$ cat src/rtl/cpi_pkg.sv
package cpi_pkg;

  // ----------------------------------------------------------------
  // Widths and sizes
  // ----------------------------------------------------------------
  localparam int ADDR_W = 8;
  localparam int DATA_W = 32;
  localparam int REC_W = 24;
  localparam int NUM_REC = 4;
  localparam int PTR_W = 2;
  localparam int NUM_PIN = 2;
  localparam int PIN_W = 32;

  // ----------------------------------------------------------------
  // Register byte offsets
  // ----------------------------------------------------------------
  localparam logic [7:0] OFF_CTRL = 8'h00;
  localparam logic [7:0] OFF_CMD = 8'h04;
  localparam logic [7:0] OFF_PIN_DATA = 8'h08;
  localparam logic [7:0] OFF_INC_VAL = 8'h0c;
  localparam logic [7:0] OFF_FILE_CFG = 8'h10;
  localparam logic [7:0] OFF_REF_PIN0 = 8'h14;
  localparam logic [7:0] OFF_REF_PIN1 = 8'h18;
  localparam logic [7:0] OFF_STATUS = 8'h1c;
  localparam logic [7:0] OFF_RESP_NEW = 8'h20;
  localparam logic [7:0] OFF_RESP_ADD = 8'h24;
  localparam logic [7:0] OFF_PIN_STATE = 8'h28;
  localparam logic [7:0] OFF_REC_CUR = 8'h2c;
  localparam logic [7:0] OFF_REC_LOAD = 8'h30;

  // ----------------------------------------------------------------
  // Field positions
  // ----------------------------------------------------------------
  localparam int CMD_OP_LSB = 0;
  localparam int CMD_EMPTY_BIT = 2;
  localparam int CMD_KEY_BIT = 3;
  localparam int FCFG_INC_BIT = 0;
  localparam int FCFG_PROT_BIT = 1;
  localparam int FCFG_KEY_BIT = 2;
  localparam int CTRL_SESSION_BIT = 0;
  localparam int CTRL_UNBLOCK_BIT = 1;
  localparam int CTRL_DISABLE_BIT = 2;
  localparam int CTRL_ENABLE_BIT = 3;
  localparam int CTRL_KEY_BIT = 4;
  localparam int STAT_BUSY_BIT = 16;
  localparam int PSTATE_STRIDE = 8;

  // ----------------------------------------------------------------
  // Commands
  // ----------------------------------------------------------------
  localparam logic [1:0] OP_VERIFY = 2'h0;
  localparam logic [1:0] OP_INCREASE = 2'h1;
  localparam logic [1:0] OP_ACCESS = 2'h2;

  // ----------------------------------------------------------------
  // Status words
  // ----------------------------------------------------------------
  localparam logic [15:0] SW_OK = 16'h9000;
  localparam logic [15:0] SW_SEC = 16'h6982;
  localparam logic [15:0] SW_BLOCKED = 16'h6983;
  localparam logic [15:0] SW_NOT_USABLE = 16'h6984;
  localparam logic [15:0] SW_NOT_ALLOWED = 16'h6986;
  localparam logic [15:0] SW_MAX = 16'h9850;
  localparam logic [15:0] SW_BAD_OP = 16'h6d00;
  localparam logic [15:0] SW_RETRY_BASE = 16'h63c0;

  // ----------------------------------------------------------------
  // Reset values
  // ----------------------------------------------------------------
  localparam logic [1:0] RETRY_INIT = 2'h3;
  localparam logic [23:0] REC_RST = 24'h000000;
  localparam logic [31:0] PIN_RST = 32'h00000000;
  localparam logic [15:0] SW_RST = 16'h0000;

  // Command engine states
  typedef enum logic [1:0] {
    ST_IDLE = 2'b01,
    ST_EXEC = 2'b10
  } cpi_state_e;

endpackage

$ cat src/rtl/cpi_top.sv
`timescale 1ns/10ps
// How it works
// - Increase adds value to newest, writes oldest
// - Written record becomes current record one
// - Increase without access answers 6982
// - Success returns new value and added value
// - Sum overflow leaves file, answers 9850
// - Increase not in access rule refused
// - Matching PIN answers 9000
// - Verify accepts PIN value or empty data
// - Verified state shared by all channels
// - Data verify refused while PIN disabled
// - Protected function refused until verified or PIN disabled
// - Correct PIN restores retry count three
// - Wrong PIN decrements retries on any channel
// - Wrong PIN answers 63C2 then 63C1
// - Third wrong PIN blocks, answers 63C0
// - Data verify on blocked PIN answers 6983
// - Blocked PIN keeps access unmet until unblock
// - Empty verify only reports selected retries
// - Empty verify runs in every PIN state
// - Retries reported in low digit 63CX
// - Empty verify on blocked PIN answers 63C0
module cpi_top (
  // Clock and reset
  input wire logic i_core_clk,
  input wire logic i_rst,
  // Register port
  input wire logic [cpi_pkg::ADDR_W-1:0] i_addr,
  input wire logic [cpi_pkg::DATA_W-1:0] i_wdata,
  input wire logic i_wr,
  input wire logic i_rd,
  output logic [cpi_pkg::DATA_W-1:0] o_rdata,
  // Command answer
  output logic [15:0] o_sw,
  output logic o_done,
  output logic o_busy
);

  // ----------------------------------------------------------------
  // Declarations
  // ----------------------------------------------------------------
  cpi_pkg::cpi_state_e state_q;
  logic [1:0] cmd_op_q;
  logic cmd_empty_q, cmd_key_q;
  logic [cpi_pkg::PIN_W-1:0] pin_data_q;
  logic [cpi_pkg::REC_W-1:0] inc_val_q;
  logic [2:0] fcfg_q;
  logic [cpi_pkg::PIN_W-1:0] ref_pin_q [cpi_pkg::NUM_PIN];
  logic [1:0] retry_q [cpi_pkg::NUM_PIN];
  logic [cpi_pkg::NUM_PIN-1:0] blocked_q, disabled_q, verified_q;
  logic [cpi_pkg::REC_W-1:0] rec_q [cpi_pkg::NUM_REC];
  logic [cpi_pkg::PTR_W-1:0] ptr_q;
  logic [cpi_pkg::REC_W-1:0] resp_new_q, resp_add_q;
  logic [15:0] sw_q;
  logic done_q;
  logic [cpi_pkg::DATA_W-1:0] rdata_q, rdata_d;
  logic is_exec, cmd_wr, ctrl_wr;
  logic [cpi_pkg::PTR_W-1:0] oldest;
  logic [cpi_pkg::REC_W:0] inc_sum;
  logic [cpi_pkg::REC_W-1:0] inc_sum_lo;
  logic inc_carry, inc_acc, file_acc, pin_match;
  logic [1:0] cur_retry;
  logic cur_blocked, cur_disabled, v_good, v_bad, inc_ok;
  logic [15:0] sw_d;

  // ----------------------------------------------------------------
  // Helpers
  // ----------------------------------------------------------------
  // Address match for one register
  function automatic logic hit(input logic [cpi_pkg::ADDR_W-1:0] a, input logic [7:0] off);
    hit = (a == off);
  endfunction
  // Access condition: unprotected, PIN disabled, or PIN verified
  function automatic logic acc_met(input logic prot, input logic dis, input logic ver);
    acc_met = !prot || dis || ver;
  endfunction

  assign is_exec = (state_q == cpi_pkg::ST_EXEC);
  assign cmd_wr = i_wr && hit(i_addr, cpi_pkg::OFF_CMD);
  assign ctrl_wr = i_wr && hit(i_addr, cpi_pkg::OFF_CTRL);
  assign o_rdata = rdata_q;
  assign o_sw = sw_q;
  assign o_done = done_q;
  assign o_busy = state_q[1];

  // Operand views for the latched command
  assign cur_retry = retry_q[cmd_key_q];
  assign cur_blocked = blocked_q[cmd_key_q];
  assign cur_disabled = disabled_q[cmd_key_q];
  assign pin_match = (pin_data_q == ref_pin_q[cmd_key_q]);
  assign oldest = ptr_q + 2'h1;
  assign inc_sum = {1'b0, rec_q[ptr_q]} + {1'b0, inc_val_q};
  assign inc_sum_lo = inc_sum[cpi_pkg::REC_W-1:0];
  assign inc_carry = inc_sum[cpi_pkg::REC_W];
  // Global security state, no channel term
  assign file_acc = acc_met(fcfg_q[cpi_pkg::FCFG_PROT_BIT],
                            disabled_q[fcfg_q[cpi_pkg::FCFG_KEY_BIT]],
                            verified_q[fcfg_q[cpi_pkg::FCFG_KEY_BIT]]);
  assign inc_acc = fcfg_q[cpi_pkg::FCFG_INC_BIT] && file_acc;
  assign inc_ok = is_exec && (cmd_op_q == cpi_pkg::OP_INCREASE) && inc_acc && !inc_carry;

  // ----------------------------------------------------------------
  // Command engine
  // ----------------------------------------------------------------
  // Idle to exec on command write; writes while busy are dropped
  always_ff @(posedge i_core_clk or posedge i_rst) begin
    if (i_rst) begin
      state_q <= cpi_pkg::ST_IDLE;
    end else begin
      case (state_q)
        cpi_pkg::ST_IDLE: begin
          if (cmd_wr) begin
            state_q <= cpi_pkg::ST_EXEC;
          end
        end
        cpi_pkg::ST_EXEC: state_q <= cpi_pkg::ST_IDLE;
        default: state_q <= cpi_pkg::ST_IDLE;
      endcase
    end
  end

  // Command fields latch
  always_ff @(posedge i_core_clk or posedge i_rst) begin
    if (i_rst) begin
      cmd_op_q <= cpi_pkg::OP_VERIFY;
      cmd_empty_q <= 1'b0;
      cmd_key_q <= 1'b0;
    end else if (cmd_wr && !is_exec) begin
      cmd_op_q <= i_wdata[cpi_pkg::CMD_OP_LSB +: 2];
      cmd_empty_q <= i_wdata[cpi_pkg::CMD_EMPTY_BIT];
      cmd_key_q <= i_wdata[cpi_pkg::CMD_KEY_BIT];
    end
  end

  // Status word decision for the executing command
  always_comb begin
    sw_d = cpi_pkg::SW_BAD_OP;
    v_good = 1'b0;
    v_bad = 1'b0;
    case (cmd_op_q)
      cpi_pkg::OP_VERIFY: begin
        if (cmd_empty_q) begin
          if (cur_blocked) begin
            sw_d = cpi_pkg::SW_RETRY_BASE;
          end else begin
            sw_d = {cpi_pkg::SW_RETRY_BASE[15:4], 2'b00, cur_retry};
          end
        end else if (cur_blocked) begin
          sw_d = cpi_pkg::SW_BLOCKED;
        end else if (cur_disabled) begin
          sw_d = cpi_pkg::SW_NOT_USABLE;
        end else if (pin_match) begin
          sw_d = cpi_pkg::SW_OK;
          v_good = 1'b1;
        end else begin
          sw_d = {cpi_pkg::SW_RETRY_BASE[15:4], 2'b00, cur_retry - 2'h1};
          v_bad = 1'b1;
        end
      end
      cpi_pkg::OP_INCREASE: begin
        if (!fcfg_q[cpi_pkg::FCFG_INC_BIT]) begin
          sw_d = cpi_pkg::SW_NOT_ALLOWED;
        end else if (!file_acc) begin
          sw_d = cpi_pkg::SW_SEC;
        end else if (inc_carry) begin
          sw_d = cpi_pkg::SW_MAX;
        end else begin
          sw_d = cpi_pkg::SW_OK;
        end
      end
      cpi_pkg::OP_ACCESS: sw_d = file_acc ? cpi_pkg::SW_OK : cpi_pkg::SW_SEC;
      default: sw_d = cpi_pkg::SW_BAD_OP;
    endcase
  end

  // Answer registers, one-cycle done pulse
  always_ff @(posedge i_core_clk or posedge i_rst) begin
    if (i_rst) begin
      sw_q <= cpi_pkg::SW_RST;
      done_q <= 1'b0;
      resp_new_q <= cpi_pkg::REC_RST;
      resp_add_q <= cpi_pkg::REC_RST;
    end else begin
      done_q <= is_exec;
      if (is_exec) begin
        sw_q <= sw_d;
      end
      if (inc_ok) begin
        resp_new_q <= inc_sum_lo;
        resp_add_q <= inc_val_q;
      end
    end
  end

  // ----------------------------------------------------------------
  // PIN state; all but the verified flags kept across session resets
  // ----------------------------------------------------------------
  // Retry counters, blocked, disabled and verified flags per PIN
  always_ff @(posedge i_core_clk or posedge i_rst) begin
    if (i_rst) begin
      retry_q <= '{default: cpi_pkg::RETRY_INIT};
      blocked_q <= '0;
      disabled_q <= '0;
      verified_q <= '0;
    end else begin
      for (int k = 0; k < cpi_pkg::NUM_PIN; k++) begin
        // Session reset drops only the security state
        if (ctrl_wr && i_wdata[cpi_pkg::CTRL_SESSION_BIT]) begin
          verified_q[k] <= 1'b0;
        end
        if (ctrl_wr && i_wdata[cpi_pkg::CTRL_KEY_BIT] == 1'(k)) begin
          if (i_wdata[cpi_pkg::CTRL_UNBLOCK_BIT]) begin
            blocked_q[k] <= 1'b0;
            retry_q[k] <= cpi_pkg::RETRY_INIT;
          end
          if (i_wdata[cpi_pkg::CTRL_DISABLE_BIT] && !blocked_q[k]) begin
            disabled_q[k] <= 1'b1;
          end
          if (i_wdata[cpi_pkg::CTRL_ENABLE_BIT]) begin
            disabled_q[k] <= 1'b0;
          end
        end
        // Command effects last, so a hardware set beats a control clear
        if (is_exec && cmd_key_q == 1'(k) && v_good) begin
          retry_q[k] <= cpi_pkg::RETRY_INIT;
          verified_q[k] <= 1'b1;
        end
        if (is_exec && cmd_key_q == 1'(k) && v_bad) begin
          retry_q[k] <= retry_q[k] - 2'h1;
          verified_q[k] <= 1'b0;
          if (retry_q[k] == 2'h1) begin
            blocked_q[k] <= 1'b1;
          end
        end
      end
    end
  end

  // ----------------------------------------------------------------
  // Cyclic record store
  // ----------------------------------------------------------------
  // Sum into oldest record, pointer follows
  always_ff @(posedge i_core_clk or posedge i_rst) begin
    if (i_rst) begin
      rec_q <= '{default: cpi_pkg::REC_RST};
      ptr_q <= '0;
    end else if (inc_ok) begin
      rec_q[oldest] <= inc_sum_lo;
      ptr_q <= oldest;
    end else if (i_wr && hit(i_addr, cpi_pkg::OFF_REC_LOAD) && !is_exec) begin
      rec_q[oldest] <= i_wdata[cpi_pkg::REC_W-1:0];
      ptr_q <= oldest;
    end
  end

  // ----------------------------------------------------------------
  // Register port
  // ----------------------------------------------------------------
  // Operand and configuration writes
  always_ff @(posedge i_core_clk or posedge i_rst) begin
    if (i_rst) begin
      pin_data_q <= cpi_pkg::PIN_RST;
      inc_val_q <= cpi_pkg::REC_RST;
      fcfg_q <= '0;
      ref_pin_q <= '{default: cpi_pkg::PIN_RST};
    end else if (i_wr) begin
      if (hit(i_addr, cpi_pkg::OFF_PIN_DATA)) begin
        pin_data_q <= i_wdata;
      end
      if (hit(i_addr, cpi_pkg::OFF_INC_VAL)) begin
        inc_val_q <= i_wdata[cpi_pkg::REC_W-1:0];
      end
      if (hit(i_addr, cpi_pkg::OFF_FILE_CFG)) begin
        fcfg_q <= i_wdata[2:0];
      end
      if (hit(i_addr, cpi_pkg::OFF_REF_PIN0)) begin
        ref_pin_q[0] <= i_wdata;
      end
      if (hit(i_addr, cpi_pkg::OFF_REF_PIN1)) begin
        ref_pin_q[1] <= i_wdata;
      end
    end
  end

  // Read mux, unmapped reads return zero
  always_comb begin
    rdata_d = '0;
    case (i_addr)
      cpi_pkg::OFF_CMD: rdata_d = {28'h0, cmd_key_q, cmd_empty_q, cmd_op_q};
      cpi_pkg::OFF_FILE_CFG: rdata_d = {29'h0, fcfg_q};
      cpi_pkg::OFF_INC_VAL: rdata_d = {8'h0, inc_val_q};
      cpi_pkg::OFF_STATUS: rdata_d = {15'h0, o_busy, sw_q};
      cpi_pkg::OFF_RESP_NEW: rdata_d = {8'h0, resp_new_q};
      cpi_pkg::OFF_RESP_ADD: rdata_d = {8'h0, resp_add_q};
      cpi_pkg::OFF_REC_CUR: rdata_d = {8'h0, rec_q[ptr_q]};
      cpi_pkg::OFF_PIN_STATE: begin
        for (int k = 0; k < cpi_pkg::NUM_PIN; k++) begin
          rdata_d[k*cpi_pkg::PSTATE_STRIDE +: 5] =
            {verified_q[k], disabled_q[k], blocked_q[k], retry_q[k]};
        end
      end
      default: rdata_d = '0;
    endcase
  end

  // Read data valid the cycle after the strobe only
  always_ff @(posedge i_core_clk or posedge i_rst) begin
    if (i_rst) begin
      rdata_q <= '0;
    end else begin
      rdata_q <= i_rd ? rdata_d : '0;
    end
  end
endmodule

$ cat config.mk
export PLATFORM = sky130hd
export DESIGN_NAME = cpi_top
export DESIGN_NICKNAME = d
export VERILOG_FILES = /design/src/rtl/cpi_pkg.sv /design/src/rtl/cpi_top.sv
export SDC_FILE = /design/constraint.sdc
export NUM_CORES = 1
export LEC_CHECK = 0
export BUFFER_PORTS_ARGS = -buffer_cell sky130_fd_sc_hd__buf_2
export CORE_MARGIN = 1.5
export CORE_UTILIZATION = 55
export DETAILED_ROUTE_END_ITERATION = 10
export PLACE_DENSITY_LB_ADDON = 0.15
export SYNTH_ARGS = -nofsm -noshare
export SYNTH_HDL_FRONTEND = slang
export SYNTH_SLANG_ARGS = --single-unit
export TNS_END_PERCENT = 100
$ cat constraint.sdc
create_clock -name i_core_clk -period 18.8 [get_ports i_core_clk]
set_input_delay 1.88 -clock i_core_clk [delete_from_list [all_inputs] [get_ports i_core_clk]]
set_output_delay 1.88 -clock i_core_clk [all_outputs]
set_load 0.01 [all_outputs]
# Yosys cells after proc, flatten, opt, wreduce, memory -nomap -nowiden
# Cells that the tools add are included.
# word_totals
out_inout_bits	50
latch_bits	0
wordCells	186
memories	0
ff_bits	334
mem_bits_rw	0
mem_bits_ro	0
inputBits	44
# op_classes
n_lt_le_gt_ge	6
n_reduce_logical	48
addsub	5
n_eq_ne	20
muxes	76
shifts	0
div	0
bitwise	5
n_mul	0
# ops
operator	count
bitwise mux 96 bit	2
two-way mux 96 bit	2
two-way mux 32 bit	4
two-way mux 16 bit	7
two-way mux 24 bit	3
one-hot mux 11 bit (5 select lines)	1
binary-select mux 24 bit (select 2 bit)	1
demux 24 bit (select 2 bit)	1
one-hot mux 16 bit (3 select lines)	1
equality test 8 x 6 -> 1 bit, second input constant	5
one-hot mux 5 bit (8 select lines)	1
two-way mux 1 bit	35
equality test 32 bit	1
equality test 8 x 5 -> 1 bit, second input constant	4
two-way mux 2 bit	15
one-hot mux 5 bit (6 select lines)	1
adder 24 x 24 -> 25 bit	1
logical AND 1 bit	21
AND reduction 2 bit	9
nonzero test 3 bit	6
equality test 8 x 4 -> 1 bit, second input constant	2
one-hot mux 3 bit (5 select lines)	1
two-way mux 12 bit	1
equality test 2 x 1 -> 1 bit, second input constant	4
17 further kinds	31

# Depth between registers and ports, before layout
# Gate-level depths: netlist (run 1).
# logic_depth
word_depth	13
ltp_mapped	16
mapped_depth_nobuf	11

# Worst setup path after synthesis (run 1)
# OpenSTA, ideal clock, no wires.
# synth_path
path_kind	register to register
startpoint	register ptr_q[0] (netlist name)
endpoint	register rec_q[33] (netlist name)
setup_slack_ps	15037
path_buffers	3
synth_period_minus_slack_ps	3763
t_arrival_ps	3630
setup_ps	133
path_stages_with_launch	14
t_required_ps	18667
path_cell_list	dfrtp_1 > clkbuf_1 > mux4_2 > ha_1 > fa_1 > a211oi_2 > o21ai_2 > o2111a_2 > o21ai_2 > and3_1 > buf_4 > buf_4 > mux2i_1 > o21ai_0
# synth_via
elab_chain_cells	9
word_cells_on_any_way	19
classes_between	add/sub: 2; order compare: 2; mux: 9; bitwise: 2; reduce/logical: 4
# synth_lines
item	line_no	rtl
start: declaration	cpi_top.sv:53	logic [cpi_pkg::PTR_W-1:0] ptr_q;
start signal: assignment	cpi_top.sv:250	ptr_q <= oldest;
start signal: assignment	cpi_top.sv:253	ptr_q <= oldest;
parallel branches: the longest is 9 deep, another holds adder 24 x 24 -> 25 bit	n/a	
end signal: indexed assignment	cpi_top.sv:249	rec_q[oldest] <= inc_sum_lo;
end signal: indexed assignment	cpi_top.sv:252	rec_q[oldest] <= i_wdata[cpi_pkg::REC_W-1:0];
end: declaration	cpi_top.sv:52	logic [cpi_pkg::REC_W-1:0] rec_q [cpi_pkg::NUM_REC];
# Parallel ways; which one is timed is not known. The select of a mux whose other input is x is not followed.
# A chain may end at the register's enable or synchronous reset.

# Worst setup path in the final report (run 1)
# layout_path
startpoint	register ptr_q[0] (netlist name)
endpoint	register rec_q[59] (netlist name)
# Same word-level chain as after synthesis.

==> results of run 1 <==
synthesized netlist by cell type (12+ instances only):
library cell,number
a222oi_1,12
a22oi_1,33
clkbuf_1,37
a31oi_1,14
nor2_1,37
nand2_1,269
a21oi_1,45
buf_4,20
inv_1,22
o21ai_1,15
xnor2_1,42
o21ai_0,103
mux2_2,128
mux4_2,24
nor3_1,15
ha_1,30
buf_2,22
mux2i_1,55
a21o_1,13
nand3_1,15
dfrtp_1,316
per-stage QoR:
step           total power [mW]  setup slack, ns  area, um2  hold WS, ns
6_report                   1.51            13.77      17400        0.475
5_1_grt                    1.56            13.36      17400        0.496
4_1_cts                    1.52            13.71      17400        0.477
3_5_place_dp              0.833            13.73      16300        0.463
3_3_place_gp              0.830            13.87      16300        0.455
2_1_floorplan             0.801             8.04      15700        0.445
sequential cells by signal, summed over array words and instances (netlist names):
name,cells
cmd_op_q,2
cmd_empty_q,1
o_rdata,24
disabled_q,2
o_done,1
resp_add_q,24
o_sw,11
pin_data_q,32
cmd_key_q,1
verified_q,2
inc_val_q,24
rec_q,96
state_q,2
blocked_q,2
fcfg_q,3
ref_pin_q,64
resp_new_q,24
ptr_q,2
retry_q,4
layout make-up:
type                            instances  area share
Sequential cell                       321       0.462
Multi-Input combinational cell        986       0.410
Clock buffer                           52      0.0598
Timing Repair Buffer                   97      0.0299
Tap cell                              378      0.0271
Clock inverter                          8     0.00689
Inverter                               22     0.00517
worst min-delay path, delay by kind of cell (launching register included):
| family | cells | cell delay, ns |
|---|---|---|
| simple gates | 1 | 0.04 |
| flops | 1 | 0.34 |
| compound gates | 1 | 0.06 |
kinds of logic (layout without fill, tap and decap cells):
| family | count (synthesis) | after routing |
|---|---|---|
| buf+inv | 112 | 179 |
| flops | 321 | 321 |
| xor+xnor | 50 | 50 |
| simple gates | 389 | 389 |
| compound gates | 299 | 299 |
| other cells | 1 | 10 |
| mux | 207 | 207 |
| fa+ha+maj | 31 | 31 |
report_power, final:
part           internal, mW  switching, mW
registers             0.708         0.0148
logic                0.0379         0.0594
clock network         0.424          0.267
per-layer routing:
layer | global-route usage | share of wire | routed length (um)
met3 | 0.0428 | 0.056 | 2130
met1 | 0.369 | 0.44 | 16700
met4 | 0.114 | 0.039 | 1490
met5 | 0 | 0 | 0
met2 | 0.432 | 0.46 | 17600
path summary, 6_finish.rpt:
| check | start | end | slack [ns] | cells after the start |
|---|---|---|---|---|
| worst min-delay path | rec_q[36] | rec_q[36] | 0.47 | 2 |
| min in group asynchronous | i_rst | cmd_empty_q | 1.50 | 2 |
| worst min register to register | rec_q[36] | rec_q[36] | 0.47 | 2 |
| worst max register to register | ptr_q[0] | rec_q[59] | 13.77 | 12 |
| max in group asynchronous | i_rst | rec_q[67] | 15.04 | 4 |
| worst max-delay path | ptr_q[0] | rec_q[59] | 13.77 | 12 |
==> impl_metrics.toml, run 1 <==
[floorplan]
dieArea_mm2 = 0.0294
die_w_um = 172
start_util = 0.561
fp-row-count = 61
die_h_um = 172
num_io_pins = 94
core_mm2 = 0.0279

[synthesis]
synth.top_cell.area_share = 0.506
synth_top_flop_cell = "dfrtp_1"
ys_seq_area_frac = 0.515
netlist-cell-type-count = 73
synth_compound_area_frac = 0.123
synth_xor_area_frac = 0.0280
synth_top_area_cell = "dfrtp_1"
synth_top_family_by_area = "multiplexers"
postSynthAreaPerCell_um2 = 11.1
synthArstFlopShare = 1.00
yosysWarningCount = 0
syn-instance-count = 1410
synth_area_leaders = "dfrtp_1 (51%), mux2_2 (9.2%), nand2_1 (6.5%), mux2i_1 (3.5%), mux4_2 (3.5%)"
synth_area_mm2 = 0.0156
synth_edf_count = 0
synthSimpleGateAreaFrac = 0.111
ys_ff_latch = 321
synth-adder-area-share = 0.0253
muxShareOfSynthArea = 0.162

[setup_path]
crit_path_top_delay_cell = "dfrtp_2"
worstPathRequired_ns = 19.12
path_buf_inv = 1
crit_path_frequent_cell = "o21ai_2"
path_cells = "mux4_2 > ha_1 > fa_1 > a211oi_2 > o21ai_2 > o2111a_2 > o21ai_2 > and3_2 > buf_4 > o21ai_4 > nand2_1 > o21ai_0"
cp_top_family = "compound AO/OA/AOI/OAI gates"
cp_max_fo = 64
end_kind = "register"
worstSetupPathType = "reg -> reg"
max_stage_delay_ns = 0.97
start_kind = "register"
crit_arrival_ns = 5.36

[sta]
skew_ns = 0.0183
slew_violations = 0
tns_ns = 0
fin_crit_sh = 0.268
slew_headroom = 0.226
fin_crit_ns = 5.03
setup_viol = 0
finalHoldViolCount = 0
tightest_slew_ns = 1.16
rsz0062_at_grt = "false"
fmax_ghz = 0.199

[layout]
layout_commonest_cell = "dfrtp_1"
final_nets = 1539
nFillCells = 2297
layout_common_cells = "dfrtp_1 (314), nand2_1 (269), mux2_2 (128)"
n_antenna_cell = 0
regArea_mm2 = 0.00804
post-route-util = 0.625
multiInputGateArea_mm2 = 0.00713
syn2layout_area_growth_pct = 11.5
drive_gt1_frac = 0.232
final_cells = 1864

[global_routing]
grt_usage = 0.270
grt_max_degree = 106
grt_pass1_vias = 11024
grt_first_pass_wirelength_um = 60600
antenna_found_initial = 0
gr-total-overflow = 0

[place]
dp.final_hpwl_um = 25700
dp_cells = 1804
gp_congestion = 0.879
port-buffer-count = 83

[hold_path]
hold_class = "reg -> reg"

[power_and_ir_drop]
ir_drop_uv = 62.9
leakagePower_nw = 8.31
pwr_density_cell_mw_per_mm2 = 86.7

[clock_network]
cts_root_buf = "clkbuf_16"
clkTransAtPathRegs_ns = 0.06
post_cts_resized = 0
worstSkewPairLatency_ns = 0.51
holdBufCountCts = 0
clkSinkCount = 321
htreeDepth = 2
postCtsSetupRepairBufs = 0
cts_tree = "done"
cts_buffers = 36
clockBufferDepth = 3

[routing]
wl_per_cell_um = 20.4
drtAntennaViolNets = 0
via_per_inst = 5.90
drtIter0Drc = 1029
drc = 0
drt_pass1_iterations = 6
drt-total-wl_um = 38000
via_count = 10994

[outcome]
outcome = "complete, no violations"

[flow_run]
drv_cap = 0
Power figures use the tool's default switching activity.
==> inputs of run 2 (changes only) <==
- ABC_AREA: not set -> 1
- clock period: 18.8 -> 4.8 ns (I/O delays scaled with it)
==> run 2 against run 1 <==
Against the previous run: routed wire length grew 29%; synthesized area increased by 7.9%; final cell count grew 45%.
==> impl_metrics.toml, run 2 <==
[outcome]
outcome = "complete, no violations"

[power_and_ir_drop]
pwr_density_cell_mw_per_mm2 = 334
p_switching_mw = 1.61
clock_power_share = 0.436
internal_power_mw = 4.58
ir_drop_uv = 251
total_power_mw = 6.20
p_seq_frac = 0.460
leakagePower_nw = 9.74
pwr-share-comb = 0.104
switching_share = 0.261

[layout]
nFillCells = 2732
n_antenna_cell = 0
largest_registers = "rec_q (96), ref_pin_q (64), pin_data_q (32)"
final_cells = 2699
drive_gt1_frac = 0.0927
post-route-util = 0.622
multiInputGateArea_mm2 = 0.00742
final_nets = 2359
layout_common_cells = "nand2_1 (811), dfrtp_1 (315), o21ai_0 (221)"
syn2layout_area_growth_pct = 10.2
largest_register_ffs = 96
regArea_mm2 = 0.00804
regMostFlops = "rec_q"
layout_commonest_cell = "nand2_1"

[synthesis]
synthSimpleGateAreaFrac = 0.273
yosys.cell_count.top_type = "nand2_1"
synth_xor_area_frac = 0.00364
synth-adder-area-share = 0.0235
synthArstFlopShare = 1.00
synth.top_cell.area_share = 0.469
syn-instance-count = 2234
synth_edf_count = 0
synth_area_mm2 = 0.0169
yosysWarningCount = 0
synth_area_leaders = "dfrtp_1 (47%), nand2_1 (18%), o21ai_0 (6.6%), inv_1 (4.8%), nor2_1 (3.9%)"
yosys-top-cells-count = "nand2_1 (811), dfrtp_1 (316), o21ai_0 (221)"
ys_ff_latch = 321
muxShareOfSynthArea = 0
ys_seq_area_frac = 0.477
synth_compound_area_frac = 0.137
netlist-cell-type-count = 49
synth_top_family_by_area = "simple AND/OR/NAND/NOR gates"
synth_top_flop_cell = "dfrtp_1"
postSynthAreaPerCell_um2 = 7.55
synth_top_area_cell = "dfrtp_1"

[clock_network]
htreeDepth = 2
clkTransAtPathRegs_ns = 0.06
cts_buffers = 36
cts_root_buf = "clkbuf_16"
worstSkewPairLatency_ns = 0.54
cts_tree = "done"
clockBufferDepth = 3
holdBufCountCts = 0
clkSinkCount = 321
post_cts_resized = 0
postCtsSetupRepairBufs = 0

[setup_path]
end_kind = "register"
cp_max_fo = 29
path_cells = "inv_1 > buf_4 > o21ai_0 > o22ai_1 > ha_1 > a21oi_1 > o21ai_1 > a21oi_1 > nand3_2 > nor2_4 > inv_2 > nand2_8 > nand2_4 > inv_4 > nand2_1 > nand2_1"
path_buf_inv = 4
cp_top_family = "buffers and inverters"
crit_arrival_ns = 4.86
worstSetupPathType = "reg -> reg"
max_stage_delay_ns = 0.43
crit_path_top_delay_cell = "inv_1"
worstPathRequired_ns = 5.27
start_kind = "register"

[sta]
tns_ns = 0
slew_headroom = 0.409
slew_violations = 0
fin_crit_ns = 4.39
finalHoldViolCount = 0
fmax_ghz = 0.228
skew_ns = 0.0253
setup_viol = 0
rsz0062_at_grt = "false"
fin_crit_sh = 0.914
fin_ws_ns = 0.411
tightest_slew_ns = 0.886

[routing]
drc = 0
drtIter0Drc = 1608
via_per_inst = 5.60
drt_pass1_iterations = 6
via_count = 15113
drtAntennaViolNets = 0
drt-total-wl_um = 48900
wl_per_cell_um = 18.1

[floorplan]
die_w_um = 178
dieArea_mm2 = 0.0317
num_io_pins = 94
start_util = 0.564
core_mm2 = 0.0299
fp-row-count = 63
die_h_um = 178

[flow_run]
drv_cap = 0

[place]
dp.final_hpwl_um = 33700
gp_congestion = 0.957
dp_cells = 2636
port-buffer-count = 83
dp_slack_ns = 0.526

[global_routing]
grt_max_degree = 120
grt_pass1_vias = 14266
grt_first_pass_wirelength_um = 77500
gr-total-overflow = 0
antenna_found_initial = 1
grt_usage = 0.318

[hold_path]
hold_class = "in -> async"
[run 2: final timing paths]
check,end,slack [ns],depth (start not counted),from
max reg2reg,rec_q[38],0.41,16,ptr_q[1]
min reg2reg,rec_q[60],0.47,2,rec_q[60]
min in group i_core_clk,pin_data_q[30],0.18,3,i_wdata[30]
min,o_sw[0],0.14,2,i_rst
max,rec_q[38],0.41,16,ptr_q[1]
max in group asynchronous,ref_pin_q[4],3.48,3,i_rst
[run 2: kinds of logic (layout without fill, tap and decap cells)]
| logic type | Yosys count | in the layout |
|---|---|---|
| other | 1 | 10 |
| adders and majority gates | 31 | 31 |
| AOI/OAI and AO/OA | 407 | 407 |
| xor gates and xnor gates | 7 | 7 |
| buffers and inverters | 323 | 389 |
| DFF | 321 | 321 |
| and+or+nand+nor | 1144 | 1144 |
[run 2: cell type report]
| type | count | share of cell area |
|---|---|---|
| Sequential cell | 321 | 0.433 |
| Multi-Input combinational cell | 1599 | 0.400 |
| Clock buffer | 53 | 0.0575 |
| Inverter | 224 | 0.0460 |
| Timing Repair Buffer | 102 | 0.0327 |
| Tap cell | 390 | 0.0263 |
| Clock inverter | 10 | 0.00492 |
[run 2: through the flow]
| step | hold slack [ns] | cell area (um2) |
|---|---|---|
| finish | 0.135 | 18600 |
| global route | 0.172 | 18600 |
| CTS | 0.159 | 18600 |
| global placement | 0.454 | 17400 |
| floorplan | 0.442 | 16900 |
| detailed placement | 0.460 | 17400 |
[run 2: routing by layer]
layer / up-vias / track usage / routed length, um
met1: 7164 / 0.454 / 21600
li1: 7248 / - / -
met2: 596 / 0.487 / 21600
met4: 2 / 0.107 / 1590
met3: 103 / 0.0616 / 4050
met5: - / 0 / 17
[run 2: worst reg2reg max path, cell delays in order, from the launching register on]
cell,delay (ns)
dfrtp_1,0.37
inv_1,0.43
buf_4,0.30
o21ai_0,0.12
o22ai_1,0.24
ha_1,0.38
a21oi_1,0.23
o21ai_1,0.15
a21oi_1,0.40
nand3_2,0.21
nor2_4,0.16
inv_2,0.28
nand2_8,0.22
nand2_4,0.27
inv_4,0.38
nand2_1,0.12
nand2_1,0.08
[run 2: power groups by stage]
stage,Combinational (mW),Sequential (mW),Clock (mW)
floorplan,0.452,2.88,0
global placement,0.628,2.89,0
detailed placement,0.638,2.89,0
CTS,0.642,2.85,2.73
global route,0.729,2.86,2.85
finish,0.645,2.85,2.70
==> inputs of run 3 (changes only) <==
- CORE_UTILIZATION: 55 -> 60
==> run 3 against run 2 <==
Against the previous run: via count grew 0.27%; total power grew 3.4%; core utilization grew 5.1 points; cell area grew 0.38%; final cell count shrank 0.44%; setup slack gained 0.42 ns.
==> impl_metrics.toml, run 3 (synthesis results as in run 2) <==
[floorplan]
start_util = 0.608
die_h_um = 171
die_w_um = 171
core_mm2 = 0.0277
dieArea_mm2 = 0.0291
fp-row-count = 61
num_io_pins = 94

[place]
placed_cell_area_mm2 = 0.0174
port-buffer-count = 83
dp.final_hpwl_um = 34000
gp_congestion = 0.912

[layout]
final_nets = 2359
regArea_mm2 = 0.00804
largest_register_ffs = 96
regMostFlops = "rec_q"
layout_commonest_cell = "nand2_1"
syn2layout_area_growth_pct = 10.6
layout_common_cells = "nand2_1 (811), dfrtp_1 (315), o21ai_0 (221)"
drive_gt1_frac = 0.0944
n_antenna_cell = 0
nFillCells = 2379
multiInputGateArea_mm2 = 0.00742
largest_registers = "rec_q (96), ref_pin_q (64), pin_data_q (32)"
stdcell_area_mm2 = 0.0186

[sta]
whs_ns = 0.197
setup_viol = 0
slew_violations = 0
tightest_slew_ns = 1.18
skew_ns = 0.0125
slew_headroom = 0.206
fin_crit_ns = 3.97
fmax_ghz = 0.252
tns_ns = 0
fin_crit_sh = 0.827
finalHoldViolCount = 0
rsz0062_at_grt = "false"

[setup_path]
end_kind = "register"
max_stage_delay_ns = 0.42
crit_arrival_ns = 4.42
crit_path_top_delay_cell = "buf_4"
cp_max_fo = 50
path_cells = "buf_4 > o21ai_0 > o22ai_1 > ha_1 > a21oi_1 > o21ai_1 > a21oi_1 > nand3_2 > nor2_4 > inv_2 > nand2_8 > nand2_4 > inv_4 > nand2_1 > nand2_1"
worstSetupPathType = "reg -> reg"
worstPathRequired_ns = 5.25
rrSetupSlack_ns = 0.83
start_kind = "register"

[routing]
wl_per_cell_um = 18.1
via_count = 15154
drtAntennaViolNets = 0
via_per_inst = 5.64
drtIter0Drc = 1436
drc = 0
drt-total-wl_um = 48700
drt_pass1_iterations = 6

[global_routing]
grt_usage = 0.343
antenna_found_initial = 0
grt_pass1_vias = 14497
gr-total-overflow = 0
grt_max_degree = 134
grt_first_pass_wirelength_um = 77200

[clock_network]
post_cts_resized = 0
clkTransAtPathRegs_ns = 0.06
clockBufferDepth = 3
clkSinkCount = 321
postCtsSetupRepairBufs = 0
worstSkewPairLatency_ns = 0.52
cts_buffers = 36
htreeDepth = 2
cts_root_buf = "clkbuf_16"
cts_tree = "done"

[flow_run]
drv_cap = 0

[power_and_ir_drop]
pwr_density_cell_mw_per_mm2 = 344
ir_drop_uv = 268
total_power_mw = 6.41
leakagePower_nw = 9.79

[hold_path]
hold_class = "in -> reg"

[outcome]
outcome = "complete, no violations"
[run 3: through the flow]
stage | cells | worst slack (ns) | util
2_1_floorplan | 2243 | 0.0433 | -
3_3_place_gp | 2623 | 0.882 | 0.627
3_5_place_dp | 2623 | 0.847 | 0.627
4_1_cts | 2687 | 0.786 | 0.673
5_1_grt | 2687 | 0.530 | 0.673
6_report | 2687 | 0.830 | 0.673
[run 3: power by group]
group | total (mW) | switching [mW] | internal [mW]
Combinational | 0.643 | 0.449 | 0.194
Clock | 2.91 | 1.12 | 1.79
Sequential | 2.85 | 0.0592 | 2.79
[run 3: final timing paths]
kind,from,to,depth (start not counted)
max in group asynchronous,i_rst,cmd_key_q,4
hold reg to reg,rec_q[45],rec_q[45],2
min in group asynchronous,i_rst,o_sw[0],3
setup / recovery,ptr_q[0],rec_q[83],15
setup reg to reg,ptr_q[0],rec_q[83],15
hold / removal,i_wdata[25],pin_data_q[25],3
[run 3: final cells by class]
| cell class | instances | share of cell area |
|---|---|---|
| sequential | 321 | 0.431 |
| multi-input combinational | 1599 | 0.398 |
| clock buffer | 52 | 0.0586 |
| inverter | 224 | 0.0458 |
| timing repair buffer | 102 | 0.0321 |
| tap | 378 | 0.0254 |
| clock inverter | 11 | 0.00866 |
[run 3: routing by layer]
layer	vias up	track usage	wire length (um)
li1	7240	-	-
met1	7235	0.472	21200
met2	565	0.548	22200
met3	114	0.0594	3630
met4	0	0.123	1640
met5	-	0	0
[run 3: critical path: cells and delay by family (launching register included)]
kind,cells,cell delay [ns]
AO/OA/AOI/OAI,5,1.18
buffers and inverters,3,1.00
AND/OR/NAND/NOR,6,0.95
adder cells (fa/ha/maj),1,0.38
flip-flops,1,0.35
[run 3: timing repair]
action,4_1_cts,5_1_grt
hold buffers,1,0
endpoints found under the hold margin,5,0
endpoints found under the setup margin,0,0
